--- config.mk ---
export PLATFORM = sky130hd
export DESIGN_NAME = duc_update_ctrl
export DESIGN_NICKNAME = d
export VERILOG_FILES = /design/src/verilog/duc_pkg.sv /design/src/verilog/duc_update_ctrl.sv
export VERILOG_INCLUDE_DIRS = /design/src /design/src/verilog
export SDC_FILE = /design/constraint.sdc
export NUM_CORES = 2
export LEC_CHECK = 0
export BUFFER_PORTS_ARGS = -buffer_cell sky130_fd_sc_hd__clkbuf_2
export CORE_MARGIN = 2
export CORE_UTILIZATION = 57
export CTS_BUF_LIST = sky130_fd_sc_hd__clkbuf_16
export CTS_CLUSTER_SIZE = 30
export DETAILED_ROUTE_END_ITERATION = 8
export PLACE_DENSITY = 0.73
export SETUP_SLACK_MARGIN = 0.15
export SLEW_MARGIN = 25
export SYNTH_ARGS = -nofsm -noshare
export SYNTH_HDL_FRONTEND = slang
export SYNTH_SLANG_ARGS = --single-unit
--- constraint.sdc ---
create_clock -name ref_clk -period 8.1 [get_ports ref_clk]
set_input_delay 1.62 -clock ref_clk [delete_from_list [all_inputs] [get_ports ref_clk]]
set_output_delay 1.62 -clock ref_clk [all_outputs]
set_load 0.02 [all_outputs]
--- src/verilog/duc_defs.svh ---
`ifndef DUC_DEFS_SVH
`define DUC_DEFS_SVH

// base address register slots that carry the two I/O regions
`define DUC_BAR_CTRL       3'h2
`define DUC_BAR_CAL        3'h3
// region sizes in bytes, reported to enumeration
`define DUC_CTRL_SIZE      16'h0040
`define DUC_CAL_SIZE       16'h0100
// control region areas (offset bits [5:4] or [5:2])
`define DUC_AREA_DAC       2'h0
`define DUC_AREA_DIO       4'h8
// read command offsets inside the dac area
`define DUC_RD_SIMUL       4'h0
`define DUC_RD_AUTO        4'h2
`define DUC_RD_UPD_SIMUL   4'h8
`define DUC_RD_UPD_AUTO    4'hA
`define DUC_RD_RESTRICT    4'hE
`define DUC_RD_RELEASE     4'hF
// code range and restriction scaling (fifteen percent of the programmed code)
`define DUC_CODE_MAX       12'hFFF
`define DUC_CODE_RESET     12'h000
`define DUC_RESTRICT_NUM   16'h000F
`define DUC_RESTRICT_DEN   16'h0064
`define DUC_RDATA_ZERO     8'h00
// identity codes: arbitrary neutral values
`define DUC_VENDOR_ID      16'h1AB0
`define DUC_DEVICE_ID_2CH  16'h0102
`define DUC_DEVICE_ID_4CH  16'h0104
`define DUC_DEVICE_ID_6CH  16'h0106

`endif

--- src/verilog/duc_pkg.sv ---
package duc_pkg;

  // one byte-wide I/O access from the bus target, already matched to a bar
  typedef struct packed {
    logic       valid;
    logic       write;
    logic [2:0] bar_sel;
    logic [7:0] addr;
    logic [7:0] wdata;
  } duc_io_req_type;

  // access forwarded to the digital I/O circuit
  typedef struct packed {
    logic       valid;
    logic       write;
    logic [1:0] addr;
    logic [7:0] wdata;
  } duc_dio_req_type;

  typedef enum logic {
    DUC_MODE_SIMUL,
    DUC_MODE_AUTO
  } duc_mode_type;

endpackage

--- src/verilog/duc_update_ctrl.sv ---
// Overview of operation
// - each channel takes a 12-bit unsigned code
// - codes right-aligned; bipolar uses offset binary
// - channel count parameter: two, four or six
// - auto mode: high byte write updates output
// - auto mode entered by a read
// - simultaneous: preload all, one read updates all
// - 64-byte region, first 16 bytes dac control
// - 16 reserved, 4 digital I/O, 28 reserved
// - separate 256-byte calibration data region
// - control on bar two, calibration bar three
// - fixed vendor id, device id per build
// - addresses set only by enumeration
// - reset: outputs restricted, simultaneous mode, preload undefined
// - read 8 updates, simul; A updates, auto
// - read 2 in simul: auto, no update
// - read E restricts to 15%, F releases
`timescale 1ns/1ps
`default_nettype none
`include "duc_defs.svh"

module duc_update_ctrl #(
  parameter int NCH = 6
) (
  input  wire logic                      ref_clk,
  input  wire logic                      reset,
  input  wire duc_pkg::duc_io_req_type   io_req,
  output logic                           io_ack,
  output logic [7:0]                     io_rdata,
  output duc_pkg::duc_dio_req_type       dio_req,
  input  wire logic [7:0]                dio_rdata,
  output logic [NCH-1:0][11:0]           dac_code,
  output logic [NCH-1:0][11:0]           dac_level,
  output logic                           restrict_on,
  output logic                           simul_mode,
  output logic [15:0]                    vendor_id,
  output logic [15:0]                    device_id,
  output logic [15:0]                    ctrl_bar_size,
  output logic [15:0]                    cal_bar_size
);

  // build must be one of the three documented channel counts
  if (NCH != 2 && NCH != 4 && NCH != 6)
  begin : g_bad_nch
    $error("channel count must be 2, 4 or 6");
  end

  // identity and region sizes are constants; no strap or switch sets a base
  assign vendor_id     = `DUC_VENDOR_ID;
  assign device_id     = (NCH == 2) ? `DUC_DEVICE_ID_2CH :
                         (NCH == 4) ? `DUC_DEVICE_ID_4CH : `DUC_DEVICE_ID_6CH;
  assign ctrl_bar_size = `DUC_CTRL_SIZE;
  assign cal_bar_size  = `DUC_CAL_SIZE;

  // region decode: bar slot first, then offset within the 64-byte window
  logic       hit_ctrl;
  logic       hit_cal;
  logic       hit_dac;
  logic       hit_dio;
  logic       rd_dac;
  logic       wr_dac;
  logic [3:0] dac_ofs;
  assign hit_ctrl = io_req.valid && (io_req.bar_sel == `DUC_BAR_CTRL);
  assign hit_cal  = io_req.valid && (io_req.bar_sel == `DUC_BAR_CAL);
  assign hit_dac  = hit_ctrl && (io_req.addr[5:4] == `DUC_AREA_DAC);
  assign hit_dio  = hit_ctrl && (io_req.addr[5:2] == `DUC_AREA_DIO);
  assign dac_ofs  = io_req.addr[3:0];
  assign rd_dac   = hit_dac && !io_req.write;
  assign wr_dac   = hit_dac && io_req.write;

  // read commands; reads carry no data, only side effects
  logic cmd_simul;
  logic cmd_auto;
  logic cmd_upd_simul;
  logic cmd_upd_auto;
  logic cmd_restrict;
  logic cmd_release;
  logic cmd_update;
  assign cmd_simul     = rd_dac && (dac_ofs == `DUC_RD_SIMUL);
  assign cmd_auto      = rd_dac && (dac_ofs == `DUC_RD_AUTO);
  assign cmd_upd_simul = rd_dac && (dac_ofs == `DUC_RD_UPD_SIMUL);
  assign cmd_upd_auto  = rd_dac && (dac_ofs == `DUC_RD_UPD_AUTO);
  assign cmd_restrict  = rd_dac && (dac_ofs == `DUC_RD_RESTRICT);
  assign cmd_release   = rd_dac && (dac_ofs == `DUC_RD_RELEASE);
  assign cmd_update    = cmd_upd_simul || cmd_upd_auto;

  // update mode and output restriction
  duc_pkg::duc_mode_type mode_ff;
  duc_pkg::duc_mode_type nxt_mode;
  logic                  restrict_ff;
  logic                  nxt_restrict;
  assign nxt_mode = (cmd_simul || cmd_upd_simul) ? duc_pkg::DUC_MODE_SIMUL :
                    (cmd_auto || cmd_upd_auto)   ? duc_pkg::DUC_MODE_AUTO : mode_ff;
  assign nxt_restrict = cmd_restrict ? 1'b1 : (cmd_release ? 1'b0 : restrict_ff);

  // power-up leaves outputs clamped and waiting for a simultaneous update
  always_ff @(posedge ref_clk)
  begin
    if (reset)
    begin
      mode_ff     <= duc_pkg::DUC_MODE_SIMUL;
      restrict_ff <= 1'b1;
    end
    else
    begin
      mode_ff     <= nxt_mode;
      restrict_ff <= nxt_restrict;
    end
  end

  assign simul_mode  = (mode_ff == duc_pkg::DUC_MODE_SIMUL);
  assign restrict_on = restrict_ff;

  // one double-buffered channel per slot; absent slots are simply not built
  logic [NCH-1:0][11:0] preload_ff;
  logic [NCH-1:0][11:0] inner_ff;
  logic [NCH-1:0][11:0] level_ff;
  for (genvar ch = 0; ch < NCH; ch++)
  begin : g_ch
    logic        wr_lo;
    logic        wr_hi;
    logic        hi_load;
    logic [11:0] nxt_inner;
    logic [15:0] scaled;
    assign wr_lo   = wr_dac && (dac_ofs[3:1] == 3'(ch)) && !dac_ofs[0];
    assign wr_hi   = wr_dac && (dac_ofs[3:1] == 3'(ch)) && dac_ofs[0];
    // the high byte only moves the output in auto mode
    assign hi_load = wr_hi && (mode_ff == duc_pkg::DUC_MODE_AUTO);
    assign nxt_inner = cmd_update ? preload_ff[ch] :
                       hi_load    ? {io_req.wdata[3:0], preload_ff[ch][7:0]} :
                                    inner_ff[ch];
    // restricted level is 15% of the programmed value, like a lowered reference
    assign scaled  = (16'(inner_ff[ch]) * `DUC_RESTRICT_NUM) / `DUC_RESTRICT_DEN;

    // preload keeps its power-up contents; software must load it first
    always_ff @(posedge ref_clk)
    begin
      if (wr_lo)
        preload_ff[ch][7:0] <= io_req.wdata;
      if (wr_hi)
        preload_ff[ch][11:8] <= io_req.wdata[3:0];
    end

    always_ff @(posedge ref_clk)
    begin
      if (reset)
      begin
        inner_ff[ch] <= `DUC_CODE_RESET;
        level_ff[ch] <= `DUC_CODE_RESET;
      end
      else
      begin
        inner_ff[ch] <= nxt_inner;
        level_ff[ch] <= restrict_ff ? scaled[11:0] : inner_ff[ch];
      end
    end
  end

  assign dac_code  = inner_ff;
  assign dac_level = level_ff;

  // calibration bytes; a small array, not cleared by reset
  logic [7:0] cal_mem [256];
  logic [7:0] cal_rd;
  assign cal_rd = cal_mem[io_req.addr];

  always_ff @(posedge ref_clk)
  begin
    if (hit_cal && io_req.write)
      cal_mem[io_req.addr] <= io_req.wdata;
  end

  // digital I/O accesses pass straight to that circuit in the same cycle
  assign dio_req.valid = hit_dio;
  assign dio_req.write = io_req.write;
  assign dio_req.addr  = io_req.addr[1:0];
  assign dio_req.wdata = io_req.wdata;

  // every access to either region is claimed; reserved bytes read as zero
  logic [7:0] nxt_rdata;
  logic       ack_ff;
  logic [7:0] rdata_ff;
  assign nxt_rdata = (hit_cal && !io_req.write) ? cal_rd :
                     (hit_dio && !io_req.write) ? dio_rdata : `DUC_RDATA_ZERO;

  always_ff @(posedge ref_clk)
  begin
    if (reset)
    begin
      ack_ff   <= 1'b0;
      rdata_ff <= `DUC_RDATA_ZERO;
    end
    else
    begin
      ack_ff   <= hit_ctrl || hit_cal;
      rdata_ff <= nxt_rdata;
    end
  end

  assign io_ack   = ack_ff;
  assign io_rdata = rdata_ff;

  logic wr_hi0;
  logic wr_lo0;
  assign wr_hi0 = wr_dac && (dac_ofs == 4'h1);
  assign wr_lo0 = wr_dac && (dac_ofs == 4'h0);
endmodule

`default_nettype wire

==> out/results.txt <==
The die footprint was 191000 um2; the total I/O pin count was 262. Summing over every cut layer, the via total after detailed routing is 70.12k. Once detail routing completed, the nets flagged for antenna violations numbered 0.

The endpoint identified for the worst register-to-register timing path is dac_level[36]. STA classifies the critical path startpoint as a flip-flop. For this run, the top clock speed supported by timing is 121.1 MHz.

Number of H-tree branching levels: 4. The share of the Yosys chip area taken by registers is 62.46%. The layout cell share with drive strength beyond 1 came out at 38.25%.

The critical path's slowest cell is or4_4. In the routed layout, each cell is associated on average with a via count of 6.541. The tools report the count of warnings emitted by yosys as 0. The number of stages on the worst hold path was 2. TritonCTS built the clock tree. The run gives 8286 as the iteration-0 DRC count of the detailed router. The number of clock buffers inserted by TritonCTS came out at 217. The number of instances in the placed design was 10.10k; the worst path setup slack after routing was -154.4 ps. Summed over all nets, the switching power comes to 5.429 mW. In this run the static leakage power is 44.93 nW.

The worst setup path is of the reg -> reg kind. At the pin with the least slew margin, the transition time is 1130 ps. The wire-length estimate of the detail-placed layout is 187600 um. The number of synthesized flops with an enable pin was 2120; the routability congestion estimate from global placement was 0.8980. The relative contribution of the clock network to total power came out at 42.1%.

The power per cell area works out to 187.2 nW/um2. Setup violations remaining at the end of the flow were counted as 6. The worst setup path is captured at a flip-flop. The logs give 0 for the max-capacitance violation count and 106900 um2 for the area of the mapped netlist.

The number of register bits inferred by synthesis came out at 2275. The most common flop cell mapped by yosys is edfxtp_1. For the starting density of the core, the log shows 57.52%. The number of global-route vias before repair is 70.61k. In this run the worst setup path begins at dac_code[38].

The total area inside the core boundary comes to 185800 um2. The tools report the arrival time of the worst setup path as 8950 ps. Fill cells in the final layout number 11.57k. Hold violation total from the final report: 0. Most frequent standard cell in the layout excluding fill and tap cells: edfxtp_1. The run finished, with violations left.

The area growth from synthesis to layout is 21.69%. Input and output buffers added on the ports amount to 197. In this run the clock root is driven by a clkbuf_16. The library cells used most frequently in the layout, excluding fill and tap cells, are edfxtp_1, buf_4, mux4_2. The final standard cell utilization of the core came out at 70.00%. The critical path ends at dac_level[36]. Setup repair after global routing could not meet its margin everywhere.

After detailed routing, the average wire length per cell comes to 28.80 um. The vertical extent of the die was 437.0 um. The initialized floorplan defines 158 standard-cell rows. The finished layout holds 10.72k standard cells, fillers aside. The startpoint of the worst register-to-register path was dac_code[38]. The worst-case reg-to-reg path depth came out at 31.

In the final design database the tool counted 8322 nets. The proportion of register bits with asynchronous set or reset after synthesis is 0%, and the CTS sink count is 2275. The relative slew slack was 23.99%; the switching share of power was 22.29%. The total overflow left after global routing is 0. Number of antenna violations at the first check in global routing: 8. For the worst-skew pair, the clock arrives at the later sink with an insertion delay of 890 ps.

For the maximum VDD drop, the log shows 0.0002347 V. The overall power consumption is 24.35 mW, and the largest net degree at the start of global routing is 171. The first global-routing pass estimated 457500 um of wire. In the finished design, the share of the clock period the worst path needs comes to 101.9%. The DRC violations left came out at 0. The combinational power share was 5.3%; the worst stage delay on the critical path was 560 ps.

The final critical-path required period was 8254 ps. The die is 437.0 um wide. Area used by sequential logic in the layout: 66910 um2.

For this block, the routed nets add up to 308800 um of wire. The worst hold path class was reg -> reg. For the final number of max-transition violations, the log shows 0. The clock passes through at most 3 buffers. Before antenna repair, the detailed router went through 6 iterations.

After synthesis, the netlist uses 140 different library cells. Data on the critical path is required at its endpoint by 8800 ps. Global routing used 32.07% of the available tracks. Summing all multi-input logic gate instances after layout gives 41470 um2.

Gate count of the mapped netlist: 6800. The clock-pin slew on the worst setup and hold paths was 60 ps; the biggest fanout along the worst timing path was 6. In this run, flip-flops and latches consume 52.7% of the power.

The final reports fail on setup timing. The worst hold-check slack came out at 486.3 ps. The tools report the worst-case register-to-register setup slack as -150 ps. A synthesized cell averages 15.72 um2.

For the final database, setup skew stands at 71.73 ps. Cell internal power was estimated by the tool at 18.92 mW.
## what timing repair did
| action | 4_1_cts | 5_1_grt |
|---|---|---|
| resized for setup | 435 | 261 |
| hold buffers | 0 | 0 |
| pin swaps | 232 | 137 |
| cloned | 0 | 1 |
| hold endpoints to repair | 0 | 0 |
| buffers inserted | 158 | 44 |
| endpoints found under the setup margin | 12 | 16 |
## metal layers
metal / global-route usage, % / part of all wire, % / vias up
li1: - / - / 29682
met1: 42.77 / 37 / 35607
met2: 53.12 / 49 / 4138
met3: 5.697 / 9.6 / 684
met4: 12.00 / 4.2 / 10
met5: 0 / 0.020 / -
## flip-flops by register name, summed over array words and instances, names as in the netlist
signal and count:
cal_mem 2048, dac_code 72, dac_level 72, io_ack 1, io_rdata 8, mode_ff 1
preload_ff 72, restrict_on 1
## worst max-delay path, delay by kind of cell (launching register included)
family / cells / cell delay (ps)
buffers and inverters: 3 / 240
adder cells (fa/ha/maj): 4 / 1660
XOR/XNOR: 1 / 100
AO/OA/AOI/OAI: 14 / 3420
multiplexers: 1 / 130
AND/OR/NAND/NOR: 8 / 2220
flip-flops: 1 / 380
## power by group through the flow
stage / Sequential (mW) / Combinational (mW) / Clock (mW)
5_1_grt: 12.8 / 1.32 / 10.7
4_1_cts: 12.8 / 1.26 / 10.3
3_3_place_gp: 13.1 / 1.19 / 0
3_5_place_dp: 13.1 / 1.22 / 0
6_report: 12.8 / 1.29 / 10.2
2_1_floorplan: 13.1 / 0.681 / 0
## area by class of cell
type / instances / area share, %
well taps: 2480 / 2.386
repair buffers: 1376 / 8.019
inverters: 242 / 0.7234
multi-input cells: 3933 / 31.88
clock buffers: 220 / 4.232
diodes: 6 / 0.01154
clock inverters: 189 / 1.307
flip-flops and latches: 2275 / 51.44
## cells in the mapped netlist, types with 29 or more instances
master       n  area share [%]
nand2_1    327             1.1
a31oi_1     57            0.33
nand4_1     36            0.21
nor2b_1     35            0.20
a311oi_1    30            0.25
inv_1      241            0.85
buf_2       41            0.19
dfxtp_1    155             2.9
nor2_1     555             1.9
fa_1       126             2.4
a21oi_1    241             1.1
nand3_1    111            0.52
o21ai_0    187            0.88
or2_2       29            0.17
o211ai_1    56            0.39
mux4_2     660              14
o21ai_1     44            0.21
a211oi_1   115            0.81
buf_1       69            0.24
nor3_1      91            0.43
a21o_1      50            0.35
and3_1      33            0.19
xor2_1      38            0.31
nor4_1      29            0.17
a211o_1     29            0.24
clkbuf_1   217            0.76
mux2i_1     43            0.40
ha_1       120             1.4
buf_4       80            0.56
and2_1      42            0.25
or3_1       31            0.18
o21a_1      44            0.31
edfxtp_1  2120              60
xnor2_1     89            0.73
nand2b_1    30            0.18
## cells by family after synthesis
kind of cell | Yosys count | share of synthesized area, %
DFF | 2275 | 62.46
xor gates and xnor gates | 132 | 1.117
adders and majority gates | 257 | 3.872
buffers and inverters | 654 | 2.655
and+or+nand+nor | 1444 | 6.411
muxes | 728 | 14.58
other | 2 | 0.007026
AOI/OAI and AO/OA | 1308 | 8.899
## metrics by stage
step           setup TNS, ps  area (um2)  setup WS [ps]
2_1_floorplan              0      107900          78.39
3_3_place_gp           -1399      117700         -434.6
3_5_place_dp           -2495      117800         -553.7
4_1_cts                    0      128300          3.477
5_1_grt                -3244      130100         -509.2
6_report              -561.9      130100         -154.4
## worst min path at each step
| stage | startpoint | end | slack (ps) |
|---|---|---|---|
| final | dac_code[1] | dac_code[1] | 490 |
| after CTS | dac_code[1] | dac_code[1] | 480 |
| after floorplan | mode_ff | mode_ff | 480 |
| after global routing | dac_code[1] | dac_code[1] | 510 |
| after detailed placement | dac_code[1] | dac_code[1] | 480 |
| after global placement | dac_code[2] | dac_code[2] | 470 |
Power figures use the tool's default switching activity.
